[config.mk]
export PLATFORM = sky130hd
export DESIGN_NAME = quadrature_decoder
export DESIGN_NICKNAME = d
export VERILOG_FILES = /design/src/hdl/qdec_pkg.sv /design/src/hdl/quadrature_decoder.sv /design/src/hdl/pin_sync.sv
export SDC_FILE = /design/constraint.sdc
export NUM_CORES = 1
export LEC_CHECK = 0
export BUFFER_PORTS_ARGS = -buffer_cell sky130_fd_sc_hd__buf_2
export CAP_MARGIN = 10
export CELL_PAD_IN_SITES_DETAIL_PLACEMENT = 1
export CELL_PAD_IN_SITES_GLOBAL_PLACEMENT = 1
export CORE_UTILIZATION = 35
export DETAILED_ROUTE_END_ITERATION = 8
export GPL_ROUTABILITY_DRIVEN = 1
export PLACE_DENSITY_LB_ADDON = 0.1
export SYNTH_ARGS = -nofsm -noshare
export SYNTH_HDL_FRONTEND = slang
export SYNTH_SLANG_ARGS = --single-unit
[constraint.sdc]
create_clock -name core_clk -period 5.15 [get_ports core_clk]
set_clock_uncertainty 0.15 [all_clocks]
set_input_delay 0.515 -clock core_clk [delete_from_list [all_inputs] [get_ports core_clk]]
set_output_delay 0.515 -clock core_clk [all_outputs]
set_load 0.02 [all_outputs]
[src/hdl/qdec_pkg.sv]
package qdec_pkg;
    // maximum count rate of the encoder, kHz
    localparam int count_rate_limit_khz = 60;
    localparam int core_clk_khz = 40000;
    // clock cycles per count at the limit, rounded down
    localparam int count_period_cycles = core_clk_khz / count_rate_limit_khz;
    // states per cycle
    localparam int states_per_cycle = 4;
    localparam int pos_width = 32;
    localparam int gap_width = 16;
    localparam logic [15:0] gap_max = 16'hffff;
    // resolution variants, lines per inch
    localparam int lpi_low = 150;
    localparam int lpi_mid = 300;
    localparam int lpi_high = 360;
endpackage

[src/hdl/quadrature_decoder.sv]
// Operation
// - one cycle is one bar-window pair
// - four states per cycle, alternating edges
// - leading channel gives count direction
// - count rate at most 60 kHz, resolved
// - one cycle equals one codestrip line
`timescale 1ns/100ps
`default_nettype none
module quadrature_decoder
    import qdec_pkg::*;
(
    // clock and reset
    input wire logic core_clk,
    input wire logic rst,
    // encoder pins
    input wire logic chan_first,
    input wire logic chan_second,
    // position results and status flags
    output logic [pos_width-1:0] position,
    output logic [pos_width-1:0] line_count,
    output logic direction_up,
    output logic step,
    output logic double_change,
    output logic rate_exceeded
);
    logic [1:0] pins_sync;
    logic [1:0] prev;
    logic primed;
    logic [1:0] phase;
    logic [gap_width-1:0] gap;

    pin_sync #(.width(2)) u_sync (
        .core_clk(core_clk),
        .rst(rst),
        .pin({chan_second, chan_first}),
        .sync(pins_sync)
    );

    // gray state: first leads second when counting up
    wire logic [1:0] cur = pins_sync;
    wire logic changed = primed && (cur != prev);
    wire logic both_changed = primed && (cur == ~prev);
    wire logic fwd = changed && !both_changed &&
        ((prev == 2'h0 && cur == 2'h1) || (prev == 2'h1 && cur == 2'h3) ||
         (prev == 2'h3 && cur == 2'h2) || (prev == 2'h2 && cur == 2'h0));
    wire logic rev = changed && !both_changed && !fwd;
    wire logic too_fast = (fwd || rev) &&
        (gap < gap_width'(count_period_cycles / states_per_cycle));
    // four steps make one line
    wire logic line_up = fwd && phase == 2'h3;
    wire logic line_dn = rev && phase == 2'h0;
    wire logic [pos_width-1:0] next_position =
        fwd ? position + 1'b1 : (rev ? position - 1'b1 : position);
    wire logic [pos_width-1:0] next_line_count =
        line_up ? line_count + 1'b1 :
        (line_dn ? line_count - 1'b1 : line_count);

    always_ff @(posedge core_clk)
    begin
        if (rst)
        begin
            prev <= 2'h0;
            primed <= 1'b0;
        end
        else
        begin
            prev <= cur;
            primed <= 1'b1;
        end
    end

    always_ff @(posedge core_clk)
    begin
        if (rst)
        begin
            position <= '0;
            line_count <= '0;
            phase <= 2'h0;
            direction_up <= 1'b1;
        end
        else
        begin
            position <= next_position;
            line_count <= next_line_count;
            if (fwd)
                phase <= phase + 2'h1;
            else if (rev)
                phase <= phase - 2'h1;
            if (fwd || rev)
                direction_up <= fwd;
        end
    end

    always_ff @(posedge core_clk)
    begin
        if (rst)
        begin
            step <= 1'b0;
            double_change <= 1'b0;
            rate_exceeded <= 1'b0;
            gap <= gap_max;
        end
        else
        begin
            step <= fwd || rev;
            double_change <= both_changed;
            rate_exceeded <= too_fast;
            if (fwd || rev)
                gap <= '0;
            else if (gap != gap_max)
                gap <= gap + 1'b1;
        end
    end

    // assertions and cover points
    property p_fwd_counts;
        @(posedge core_clk) disable iff (rst)
        fwd |=> position == $past(position) + 1;
    endproperty
    a_fwd_counts: assert property (p_fwd_counts)
        else $error("forward step did not increment");

    property p_rev_counts;
        @(posedge core_clk) disable iff (rst)
        rev |=> position == $past(position) - 1;
    endproperty
    a_rev_counts: assert property (p_rev_counts)
        else $error("reverse step did not decrement");

    property p_double_flag;
        @(posedge core_clk) disable iff (rst)
        both_changed |=> double_change && !step && $stable(position);
    endproperty
    a_double_flag: assert property (p_double_flag)
        else $error("double change not flagged or counted");

    property p_step_pulse;
        @(posedge core_clk) disable iff (rst)
        step |-> $past(cur != prev) && $past(primed);
    endproperty
    a_step_pulse: assert property (p_step_pulse)
        else $error("step without input change");

    property p_line_four;
        @(posedge core_clk) disable iff (rst)
        line_up |=> line_count == $past(line_count) + 1 && phase == 2'h0;
    endproperty
    a_line_four: assert property (p_line_four)
        else $error("line count not advanced after four steps");

    property p_rate;
        @(posedge core_clk) disable iff (rst)
        (fwd || rev) ##[1:40] (fwd || rev) |=> rate_exceeded;
    endproperty
    a_rate: assert property (p_rate)
        else $error("closely spaced steps not flagged as too fast");

    property p_dir;
        @(posedge core_clk) disable iff (rst)
        rev |=> !direction_up;
    endproperty
    a_dir: assert property (p_dir)
        else $error("direction not tracked");

    property p_quiet;
        @(posedge core_clk) disable iff (rst)
        !changed |=> $stable(position) && !step;
    endproperty
    a_quiet: assert property (p_quiet)
        else $error("count moved without state change");

    property p_line_back;
        @(posedge core_clk) disable iff (rst)
        line_dn |=> line_count == $past(line_count) - 1 && phase == 2'h3;
    endproperty
    a_line_back: assert property (p_line_back)
        else $error("line count not reduced at line boundary");

    property p_line_hold;
        @(posedge core_clk) disable iff (rst)
        fwd && phase != 2'h3 |=> $stable(line_count);
    endproperty
    a_line_hold: assert property (p_line_hold)
        else $error("line count moved inside a line");

    property p_dir_fwd;
        @(posedge core_clk) disable iff (rst)
        fwd |=> direction_up;
    endproperty
    a_dir_fwd: assert property (p_dir_fwd)
        else $error("forward direction not tracked");

    property p_double_hold;
        @(posedge core_clk) disable iff (rst)
        both_changed |=> $stable(line_count) && $stable(direction_up);
    endproperty
    a_double_hold: assert property (p_double_hold)
        else $error("double change moved line count or direction");

    property p_fast_step;
        @(posedge core_clk) disable iff (rst)
        rate_exceeded |-> step && !double_change;
    endproperty
    a_fast_step: assert property (p_fast_step)
        else $error("rate flag without a valid step");

    // a single pin edge reaches the step pulse after sync and decode
    property p_pin_to_step;
        @(posedge core_clk) disable iff (rst)
        ($changed(chan_first) != $changed(chan_second)) |-> ##3 step;
    endproperty
    a_pin_to_step: assert property (p_pin_to_step)
        else $error("single pin change did not give a step");

    c_fwd: cover property (@(posedge core_clk) disable iff (rst) fwd);
    c_rev: cover property (@(posedge core_clk) disable iff (rst) rev);
    c_double: cover property (@(posedge core_clk) disable iff (rst)
        both_changed);
    c_line: cover property (@(posedge core_clk) disable iff (rst) line_up);
    c_fast: cover property (@(posedge core_clk) disable iff (rst) too_fast);
endmodule
`default_nettype wire

[src/hdl/pin_sync.sv]
`timescale 1ns/100ps
`default_nettype none
// two-stage synchroniser, one per bit
module pin_sync #(
    parameter int width = 2
) (
    input wire logic core_clk,
    input wire logic rst,
    input wire logic [width-1:0] pin,
    output logic [width-1:0] sync
);
    logic [width-1:0] meta;

    genvar i;
    generate
        for (i = 0; i < width; i++)
        begin : g_bit
            always_ff @(posedge core_clk)
            begin
                if (rst)
                begin
                    meta[i] <= 1'b0;
                    sync[i] <= 1'b0;
                end
                else
                begin
                    meta[i] <= pin[i];
                    sync[i] <= meta[i];
                end
            end
        end
    endgenerate
endmodule
`default_nettype wire

==> run summary, run 1 <==
The I/O pin count is 72. The global-route wire length before repair is 32800 um. The clock tree root buffer cell is sky130_fd_sc_hd__clkbuf_16. The critical path goes through xor2_1 > and2_1 > nand2_1 > inv_1 > nand3_1 > buf_4 > ha_1 > nand2_1 > o21ai_0 > o21bai_1 > a21boi_0 > a31oi_1 > o21ai_0 > xnor2_1 > o21ai_0.

Among all flip-flop cells after synthesis, the most frequent one is sky130_fd_sc_hd__dfxtp_1. The overall die height is about 140 um. The path class of the tightest hold or removal check is input port to flip-flop. The count of antenna-violating nets left after detailed routing is 0.

The count of antenna diodes in the layout came out at 0. The routed design could run at a clock period as short as between 4000 and 5000 ps. The final non-filler cell total is ~1100. The max-capacitance violation count is 0. Yosys attributes the largest share of cell area to sky130_fd_sc_hd__dfxtp_1 (28%), sky130_fd_sc_hd__ha_1 (12%), sky130_fd_sc_hd__a21oi_1 (7.1%).

The number of H-tree levels is 3. The flow ran to the end, and the final reports show no timing, DRC or antenna violations. The number of endpoints failing setup at the final stage is 0. The number of placement rows came out at 49. The finished layout cell area came out at 7510 um2.

The detailed-routing iteration count for the pre-antenna-repair pass came out at 6. The Yosys step of the flow raised 0 warnings. After legalization and detailed placement, the total HPWL measured 13800 um.

The period utilization is 0.803. The relative area change from synthesis to final layout is 13.4%. Once placement completed, the tool counted placed cells totaling 1130. The count of input and output buffers came out at 71. Using the TritonRoute via totals, the vias-per-cell ratio works out to about 5.7. The power density over the cells is 487 nW/um2. The count of cell types in the netlist is 60. The combined area of all synthesized cells came out at 6620 um2.

The synthesized netlist net count came out at 925. The maximum number of pins on one net before global-route repair came out at 72. The post-synthesis average cell area is 7.72 um2.

The gate count after technology mapping came out at 858. The power dissipated by switching net loads came out at 1.59 mW. After synthesis, the most frequently instantiated cells are sky130_fd_sc_hd__nand2_1 (106), sky130_fd_sc_hd__a21oi_1 (94), sky130_fd_sc_hd__dfxtp_1 (93), sky130_fd_sc_hd__o21ai_0 (64), sky130_fd_sc_hd__ha_1 (61). The die outline area came out at 19500 um2. For this design, the slowest cell found on the critical path is sky130_fd_sc_hd__ha_1. By instance count, the cell type seen most on the critical path is sky130_fd_sc_hd__o21ai_0.

The max-slew violation total from the final report was 0. The count of instances resized after the clock tree is built came out at 0. The placer's final routability congestion estimate is 0.857. The completed layout was analyzed and its total power is 3.66 mW. The actual slew at the worst max-slew pin came out at 826 ps. Across all setup checks in the final design, the least slack found is 1010 ps. The total number of vias came out at 6536. Hold is met by 223 ps. CTS saw 93 sinks.

The type of the worst setup path is flip-flop to flip-flop. Dividing the detail-routed wire length by the instance count gives 16.9 um. The first routing iteration left 297 violations. The total leakage power came out at 3.37 nW.

The net count of the finished layout is 979. The number of enable flip-flop cells after synthesis is 0. The critical path's largest stage delay came out at roughly 450 ps.

The overall fraction of global-route tracks in use came out at 0.204. In this run, CTS created clock tree buffers numbering 9. The clock network latency to the later pin of the worst-skew pair came out at 350 ps. The CTS clock-pin slew for the worst setup and hold paths came out at 70 ps.

The data required time of the worst path is 5240 ps. Along the worst path, the maximum fanout reaches 23. The starting density of the core came out at 0.363. The chip width is between 100 and 150 um. The area share of the largest cell type after synthesis is 0.281.

The placeable core region came out at roughly 18000 um2. The worst setup path is captured at a flip-flop. The startpoint type of the worst setup path is a flip-flop. The placed instances occupy a cell area of a little over 7000 um2. sky130_fd_sc_hd__nand2_1 is the most common cell in the netlist. The worst IR drop on VDD came out at 0.000167 V. The cell accounting for the most synthesized area is sky130_fd_sc_hd__dfxtp_1. The layout cell share with drive strength beyond 1 came out at 0.111.

The cell internal power dissipation is 2.07 mW. After detailed routing, the number of remaining DRC violations is 0. Before CTS, the worst setup slack after placement is 1030 ps. The count of hold-fix buffers inserted at cts is 0. The share of flip-flops with an asynchronous set or reset came out at 0.

The logic gate share of total power is 0.529. The total global routing overflow is 0. For this run, the register share of the synthesized area comes to 0.281. The data arrival time of the critical path is 4220 ps. The synthesized design contains 93 register bits. The initial antenna violation count came out at 0. The number of cells traversed by the worst hold path came out at 2. The depth of the worst register-to-register path is 15. The setup fix buffers added after clock tree synthesis is 0. The number of global-route vias before repair is 6621. Measured on the finished design, the core utilization comes to 0.411. TritonCTS built the clock tree. The total count of hold-check failures in the final report came out at 0. The fraction of power spent switching nets came out at 0.434. The total length of routed wires came out at around 19000 um.

The longest clock path from root to sink contains 2 buffers. The total negative slack came out at 0 ps. The sequential share of power is 0.265. The clock power share came out at 0.206. The worst relative slew slack came out at 0.449. Setup repair after global routing left no endpoint under its margin. The maximum frequency from static timing analysis came out at between 0.2 and 0.25 GHz.
final timing paths:
kind	startpoint	to	slack [ps]
setup / recovery	prev[1]	line_count[27]	1010
hold / removal	chan_second	u_sync.meta[1]	220
setup reg to reg	prev[1]	line_count[27]	1010
hold reg to reg	u_sync.meta[0]	u_sync.sync[0]	310
flip-flops by register name (all words and copies together) (netlist names):
register and count:
direction_up 1, double_change 1, gap 16, line_count 32, phase 2, position 32, prev 2, primed 1
rate_exceeded 1, step 1, u_sync.meta 2, u_sync.sync 2
metal layers:
layer	wire (um)	share of wire	vias up	global-route usage
met5	0	0	-	0
met2	8880	0.46	86	0.340
met4	342	0.018	0	0.0648
li1	-	-	3279	-
met1	9570	0.50	3145	0.271
met3	530	0.027	26	0.0299
worst max-delay path, delay by kind of cell (launching register included):
family	cells	cell delay [ps]
DFF	1	370
xor gates and xnor gates	2	360
buffers and inverters	2	490
adders and majority gates	1	450
and+or+nand+nor	4	760
AOI/OAI and AO/OA	6	1410
cells by family (layout without fill, tap and decap cells):
group                      count (synthesis)  count (layout)  share of synthesized area
xor gates and xnor gates                  43              43                     0.0569
DFF                                       93              93                      0.281
buffers and inverters                     52             110                     0.0304
and+or+nand+nor                          319             319                      0.234
AOI/OAI and AO/OA                        286             286                      0.273
muxes                                      2               2                    0.00302
adders and majority gates                 63              63                      0.121
final cells by class:
cell class / instances / area [um2]
clock inverter: 5 / 85.1
sequential: 93 / 1860
tap: 229 / 287
multi-input combinational: 713 / 4560
clock buffer: 10 / 239
timing repair buffer: 79 / 415
fill: 2269 / 10800
inverter: 16 / 60.1
cell usage in the layout, fill, tap and decap left out, types with 8 or more instances in the layout:
cell,synthesis,layout
sky130_fd_sc_hd__a211oi_1,14,14
sky130_fd_sc_hd__a21o_1,29,29
sky130_fd_sc_hd__a21oi_1,94,94
sky130_fd_sc_hd__a31oi_1,11,11
sky130_fd_sc_hd__and3_1,19,19
sky130_fd_sc_hd__buf_2,3,71
sky130_fd_sc_hd__buf_4,0,8
sky130_fd_sc_hd__clkbuf_16,0,9
sky130_fd_sc_hd__dfxtp_1,93,93
sky130_fd_sc_hd__ha_1,61,61
sky130_fd_sc_hd__inv_1,15,15
sky130_fd_sc_hd__nand2_1,106,106
sky130_fd_sc_hd__nand3_1,49,49
sky130_fd_sc_hd__nand3b_1,9,9
sky130_fd_sc_hd__nand4_1,12,12
sky130_fd_sc_hd__nor2_1,50,50
sky130_fd_sc_hd__nor2b_1,15,15
sky130_fd_sc_hd__nor3_1,24,24
sky130_fd_sc_hd__o211ai_1,12,12
sky130_fd_sc_hd__o21a_1,15,15
sky130_fd_sc_hd__o21ai_0,64,64
sky130_fd_sc_hd__or3_1,10,10
sky130_fd_sc_hd__xnor2_1,20,20
sky130_fd_sc_hd__xor2_1,23,23
power by group through the flow:
stage	combinational [mW]	clock, mW	sequential (mW)
after floorplan	1.40	0	1.04
after global routing	2.17	0.799	0.988
after CTS	1.94	0.780	0.971
after detailed placement	1.92	0	0.987
after global placement	1.88	0	0.981
final	1.94	0.752	0.970
Note: power is estimated with default switching activity, not from simulation.
==> inputs of run 2 (changes only) <==
==> constraint.sdc (replaced) <==
create_clock -name core_clk -period 3.6 [get_ports core_clk]
set_clock_uncertainty 0.15 [all_clocks]
set_input_delay 0.36 -clock core_clk [delete_from_list [all_inputs] [get_ports core_clk]]
set_output_delay 0.36 -clock core_clk [all_outputs]
set_load 0.02 [all_outputs]
==> run summary, run 2 (synthesis gave the netlist of run 1 again) <==
The worst setup path is captured at a flip-flop. Excluding fillers, the count of instances in the completed layout stands at between 1000 and 1500. The capture instance of the worst register-to-register path is position[30]. The flow ran to the end, and the final reports show no timing, DRC or antenna violations. The sequential share of power came out at 0.258. TritonCTS built the clock tree. The count of hold-fix buffers inserted at cts is 0.

After floorplanning, the core was sized to cover 18300 um2. Entering global routing, the biggest net connects 49 pins. The number of placement rows is a little under 50. The leading cell type in the layout, fill and taps excluded is sky130_fd_sc_hd__nand2_1.

The detail-routed net length per standard cell is 17.4 um. The total leakage power is around 3.4 nW. The fraction of power spent switching nets came out at 0.434. The clock power share is 0.197.

The worst IR drop on VDD is 0.000288 V. In this run the tool buffered the top-level ports with 71 buffer cells. The worst register-to-register path has a setup slack of 180 ps. The largest registers in the layout are line_count (32), position (32), gap (16). In this run the deepest clock path goes through 2 buffers. The clock network latency to the later pin of the worst-skew pair is 360 ps. For this design the total switching power over the nets is 2.35 mW. The initial antenna violation count came out at 0. The cell internal power dissipation is 3.07 mW. The type of the worst setup path is flip-flop to flip-flop. The worst setup path startpoint is u_sync.sync[1].

The number of H-tree levels came out at 3. The first detailed-routing pass took 4 iterations. Dividing total power by cell area gives a power density of 692 nW/um2. The global-route wire length before repair is 34000 um.

The number of global-route vias before repair is 6787. After clock tree synthesis, the clock-pin slew on the worst setup and hold paths is about 70 ps. The clock tree root buffer cell is sky130_fd_sc_hd__clkbuf_16. The depth of the worst register-to-register path came out at 13.

In this run the vertical extent of the chip is 140 um. The maximum fanout along the worst path came out at 4. Setup repair after global routing could not meet its margin everywhere. At the end of routability-driven placement, the weighted congestion stood at 0.854. The data required time of the worst path came out at 3730 ps. The total length of routed wires is about 20000 um. The actual slew at the worst max-slew pin is 1200 ps. The initial utilization of the core area, before any placement, comes to 0.363.

The logic gate share of total power came out at 0.545. The count of antenna diodes in the layout is 0. The overall power consumption is ~5.4 mW. The die outline area is about 20000 um2.

The most critical setup path has its endpoint at position[30]. The total half-perimeter wirelength after legalization and detailed placement is 14800 um. The worst reg2reg path startpoint is u_sync.sync[1]. The total CTS buffers is 9.

The total count of hold-check failures in the final report is 0. The critical path's largest stage delay is roughly 400 ps. The worst setup path is launched from a flip-flop. The chip width came out at 140 um. The number of sinks driven by the clock tree came out at 93.

The count of antenna-violating nets left after detailed routing came out at 0. Compared with the post-synthesis result, the final layout area differs by 18.4%. The overall fraction of global-route tracks in use came out at 0.211. The max-slew violation total from the final report is 0. The maximum frequency from static timing analysis came out at 0.292 GHz. The max-capacitance violation count came out at 0. The clock period could shrink to 3420 ps.

The data arrival time of the critical path came out at 3560 ps. The post-route DRC violation count is 0. The net count of the finished layout came out at 993. The layout cell share with drive strength beyond 1 came out at 0.163. The number of instances in the placed design is between 1000 and 1500.

The worst relative slew slack came out at 0.201. The routed layout has 6627 vias. The min-delay analysis places its worst path in the category input port to flip-flop.

Pin placement for this block handled 72 I/O pins. The total global routing overflow is 0. The number of endpoints failing setup at the final stage came out at 0. The number of DRC violations after detailed-routing iteration 0 is 258. Leaving out fill and tap cells, the most frequent cells in the layout are sky130_fd_sc_hd__nand2_1 (105), sky130_fd_sc_hd__a21oi_1 (93), sky130_fd_sc_hd__dfxtp_1 (90). The period utilization came out at 0.951. The critical path goes through xnor2_2 > and2_4 > nand2_4 > clkinvlp_4 > fa_2 > and2b_1 > o31a_1 > o2111ai_2 > a211o_1 > a211o_1 > and2_4 > o31a_1 > o211ai_1.

The slowest library cell on the worst path is sky130_fd_sc_hd__a211o_1. The post-detailed-route via-to-cell ratio is 5.71.
==> run 2: cell types whose count changed in the layout (fill, tap and decap cells not counted), moves of 3 or more <==
cell | before | now
sky130_fd_sc_hd__ha_1 | 61 | 44
sky130_fd_sc_hd__o21ai_1 | 1 | 6
sky130_fd_sc_hd__ha_4 | 0 | 7
sky130_fd_sc_hd__o21ai_0 | 64 | 59
sky130_fd_sc_hd__dfxtp_2 | 0 | 3
sky130_fd_sc_hd__ha_2 | 0 | 10
sky130_fd_sc_hd__buf_4 | 8 | 19
sky130_fd_sc_hd__dfxtp_1 | 93 | 90
==> run 2: repair_timing <==
item	CTS	global route
gates resized for setup	11	34
gates cloned	1	0
setup endpoints to repair	10	26
pin swaps	1	3
buffers inserted	1	0
==> run 2: area by class of cell <==
class	instances	area (um2)
inverter	16	63.8
clock buffer	9	225
fill	2257	10400
sequential	93	1870
timing repair buffer	92	529
clock inverter	7	97.6
multi-input combinational	714	4770
tap	229	287
==> run 2: how the worst min path moves through the flow <==
stage	startpoint	endpoint	slack, ps	cells past startpoint
4_1_cts	chan_second	u_sync.meta[1]	70	2
3_3_place_gp	direction_up	direction_up	300	2
5_1_grt	chan_second	u_sync.meta[1]	90	2
6_report	chan_second	u_sync.meta[1]	80	2
3_5_place_dp	u_sync.meta[0]	u_sync.sync[0]	290	1
2_1_floorplan	u_sync.meta[0]	u_sync.sync[0]	260	1
==> run 2: power by group through the flow <==
| stage | clock network, mW | logic (mW) | registers [mW] |
|---|---|---|---|
| 5_1_grt | 1.13 | 3.29 | 1.43 |
| 4_1_cts | 1.10 | 2.88 | 1.40 |
| 2_1_floorplan | 0 | 2.01 | 1.49 |
| 3_5_place_dp | 0 | 2.84 | 1.42 |
| 3_3_place_gp | 0 | 2.77 | 1.41 |
| 6_report | 1.07 | 2.96 | 1.40 |
==> run 2: worst max-delay path: cells and delay by family, from the launching register on <==
kind	cells	cell delay, ps
compound gates	6	1540
simple gates	4	660
fa+ha+maj	1	380
flops	1	350
xor+xnor	1	150
buf+inv	1	140
==> run 2: per-stage QoR <==
step | util | hold slack (ps) | instance area [um2] | setup slack [ps] | setup TNS, ps
floorplan | - | 264 | 6660 | 1.52 | 0
global route | 0.429 | 92.5 | 7840 | -14.9 | -29.1
finish | 0.429 | 75.5 | 7840 | 175 | 0
detailed placement | 0.400 | 290 | 7310 | -72.6 | -280
CTS | 0.424 | 71.5 | 7740 | 3.64 | 0
global placement | 0.400 | 303 | 7310 | 57.3 | 0
==> run 2: routing by layer <==
layer | share of wire | track usage | up-vias
met3 | 0.027 | 0.0213 | 18
met4 | 0.014 | 0.0561 | 0
met5 | 0 | 0 | -
met2 | 0.47 | 0.361 | 89
li1 | - | - | 3308
met1 | 0.49 | 0.282 | 3212
==> inputs of run 3 (changes only) <==
--- a/config.mk
+++ b/config.mk
@@ -7,9 +7,10 @@
 export LEC_CHECK = 0
 export BUFFER_PORTS_ARGS = -buffer_cell sky130_fd_sc_hd__buf_2
 export CAP_MARGIN = 10
-export CELL_PAD_IN_SITES_DETAIL_PLACEMENT = 1
-export CELL_PAD_IN_SITES_GLOBAL_PLACEMENT = 1
-export CORE_UTILIZATION = 35
+export CELL_PAD_IN_SITES_DETAIL_PLACEMENT = 2
+export CELL_PAD_IN_SITES_GLOBAL_PLACEMENT = 2
+export CORE_UTILIZATION = 32
+export CTS_BUF_LIST = sky130_fd_sc_hd__clkbuf_8 sky130_fd_sc_hd__clkbuf_16
 export DETAILED_ROUTE_END_ITERATION = 8
 export GPL_ROUTABILITY_DRIVEN = 1
 export PLACE_DENSITY_LB_ADDON = 0.1
==> run summary, run 3 (synthesis gave the netlist of run 1 again) <==
The flow ran to the end, and the final reports show no timing, DRC or antenna violations. The clock network latency to the later pin of the worst-skew pair is 350 ps. The data required time of the worst path came out at 3730 ps. The maximum fanout along the worst path is 4. The first global-routing pass estimated about 38000 um of wire. The CTS clock-pin slew for the worst setup and hold paths is 70 ps. The count of antenna diodes in the layout came out at 0. The path class of the tightest hold or removal check is input port to flip-flop. The tool flagged a number of max-cap violations equal to 0. Leaving out fill and tap cells, the most frequent cells in the layout are sky130_fd_sc_hd__nand2_1 (105), sky130_fd_sc_hd__a21oi_1 (93), sky130_fd_sc_hd__dfxtp_1 (90). The placeable core region came out at between 20000 and 25000 um2. The number of endpoints failing setup at the final stage came out at 0. 72 I/O pins were placed. The overall die height is 146 um. Among all stages on the critical path, the largest delay is contributed by sky130_fd_sc_hd__dfxtp_2. The power density over the cells came out at 680 nW/um2. The worst relative slew slack is 0.195. The maximum number of buffers from clock root to sink came out at 2. The die is 146 um wide.

Once detailed placement completed, the half-perimeter wirelength came to 16700 um. The total count of hold-check failures in the final report came out at 0. The layout has between 2000 and 2500 filler cells.

The overall fraction of global-route tracks in use came out at 0.219. The number of placement rows came out at 52. The number of DRC violations after detailed-routing iteration 0 came out at 199. The total leakage power came out at 3.53 nW.

The number of sinks driven by the clock tree is 93. The placed instances occupy a cell area of 7440 um2. The overall power consumption is 5.48 mW. The first TritonRoute pass finished after 4 iterations. Once detail routing completed, the nets flagged for antenna violations numbered 0.

After layout, the minimum clock period comes to between 3000 and 4000 ps. The leading cell type in the layout, fill and taps excluded is sky130_fd_sc_hd__nand2_1. The initial antenna violation count was 0. The area taken by multi-input logic gates is between 4000 and 5000 um2. Once layout is done, the placed cells without fillers occupy 8060 um2. TritonCTS built the clock tree.

Entering global routing, the biggest net connects 48 pins. The layout cell share with drive strength beyond 1 came out at 0.183. The data arrival time of the critical path came out at about 3600 ps. The kind of cell with the highest combined delay on the critical path is compound AO/OA/AOI/OAI gates. The post-route DRC violation count is 0.

The largest registers in the layout are line_count (32), position (32), gap (16). The worst setup path is captured at a flip-flop. The routed design has 23300 um of wire. The sequential cells in the finished layout cover a total of 1870 um2.

The total CTS buffers is 9. The number of H-tree levels came out at 3. The net count of the finished layout is 1013.

The max-slew violation total from the final report is 0. The relative area change from synthesis to final layout came out at 21.7%. Setup repair after global routing could not meet its margin everywhere.

The number of buffers and inverters on the critical path came out at 3. For the pin with the worst max-slew slack, the measured transition is 1210 ps. The tree is rooted in a sky130_fd_sc_hd__clkbuf_16. The critical path's largest stage delay is roughly 370 ps.

Buffers inserted to repair hold after CTS numbered 0. The starting density of the core is 0.327. The total number of vias came out at 6816. The placer's final routability congestion estimate came out at roughly 0.86. The critical path is of the flip-flop to flip-flop type. The die outline area is 21300 um2. The post-detailed-route via-to-cell ratio is 5.58. The number of global-route vias before repair was about 7400. The startpoint type of the worst setup path is a flip-flop. The period utilization is 0.974.

The detail-routed net length per standard cell is between 15 and 20 um. The maximum frequency from static timing analysis is 0.285 GHz. The worst IR drop on VDD is 0.000239 V.

For this run the aggregate overflow at the end of global routing stands at 0. Traced cell by cell, the critical path runs through xor2_2 > and2_4 > nand2_4 > clkinvlp_4 > nand3_4 > buf_12 > buf_4 > ha_4 > o21a_1 > o31a_1 > o31ai_4 > o211a_4 > a211oi_2 > or2_4 > a311o_1 > o211ai_1. The count of input and output buffers came out at slightly above 70.
-- run 3: cell types whose count changed in the layout (fill, tap and decap cells not counted), moves of 2 or more --
cell | before | now
sky130_fd_sc_hd__a211oi_1 | 13 | 10
sky130_fd_sc_hd__a211oi_2 | 3 | 5
sky130_fd_sc_hd__nand3_2 | 2 | 0
sky130_fd_sc_hd__clkbuf_8 | 0 | 2
sky130_fd_sc_hd__bufinv_16 | 2 | 0
sky130_fd_sc_hd__buf_4 | 19 | 38
-- run 3: path summary, 6_finish.rpt --
path,from,endpoint,slack (ps),cells past startpoint
max reg2reg,prev[1],line_count[30],90,16
min reg2reg,u_sync.meta[1],u_sync.sync[1],320,1
max,prev[1],line_count[30],90,16
min,chan_first,u_sync.meta[0],90,2
-- run 3: per-stage QoR --
stage | TNS, ps | setup slack (ps) | util | hold WS [ps] | std cells
after detailed placement | -708 | -161 | 0.368 | 311 | 1193
after floorplan | 0 | 1.52 | - | 264 | 858
after CTS | -47.0 | -18.1 | 0.388 | 87.6 | 1216
after global placement | 0 | 67.5 | 0.368 | 298 | 1193
after global routing | -285 | -45.5 | 0.398 | 105 | 1221
final | 0 | 92.2 | 0.398 | 94.6 | 1221
-- run 3: worst reg2reg max path, cell delays in order (launching register included) --
cell and delay (ps):
sky130_fd_sc_hd__dfxtp_2 370, sky130_fd_sc_hd__xor2_2 180, sky130_fd_sc_hd__and2_4 210, sky130_fd_sc_hd__nand2_4 60
sky130_fd_sc_hd__clkinvlp_4 140, sky130_fd_sc_hd__nand3_4 130, sky130_fd_sc_hd__buf_12 170, sky130_fd_sc_hd__buf_4 130
sky130_fd_sc_hd__ha_4 220, sky130_fd_sc_hd__o21a_1 180, sky130_fd_sc_hd__o31a_1 150, sky130_fd_sc_hd__o31ai_4 320
sky130_fd_sc_hd__o211a_4 250, sky130_fd_sc_hd__a211oi_2 90, sky130_fd_sc_hd__or2_4 280, sky130_fd_sc_hd__a311o_1 310
sky130_fd_sc_hd__o211ai_1 100
-- run 3: power breakdown --
part	leakage [nW]	internal [mW]	total [mW]	switching, mW
registers	0.762	1.20	1.40	0.201
logic	2.62	1.31	3.11	1.81
clock network	0.144	0.509	0.963	0.454
total	3.53	3.02	5.48	2.46
-- run 3: final cells by class --
class | count | share of cell area
Clock buffer | 11 | 0.0313
Clock inverter | 5 | 0.00419
Timing Repair Buffer | 112 | 0.0847
Multi-Input combinational cell | 714 | 0.599
Inverter | 16 | 0.00791
Sequential cell | 93 | 0.231
Tap cell | 270 | 0.0419
-- run 3: per-layer routing --
| layer | wire length [um] | global-route usage |
|---|---|---|
| met2 | 11700 | 0.396 |
| met4 | 223 | 0.0432 |
| met3 | 376 | 0.0254 |
| met1 | 11000 | 0.279 |
| met5 | 0 | 0 |
-- run 3: repair_timing --
item,CTS,global route
endpoints found under the setup margin,11,25
pin swaps,1,6
resized for setup,11,39
cloned,1,0
buffers inserted,6,5
hold endpoints to repair,0,0
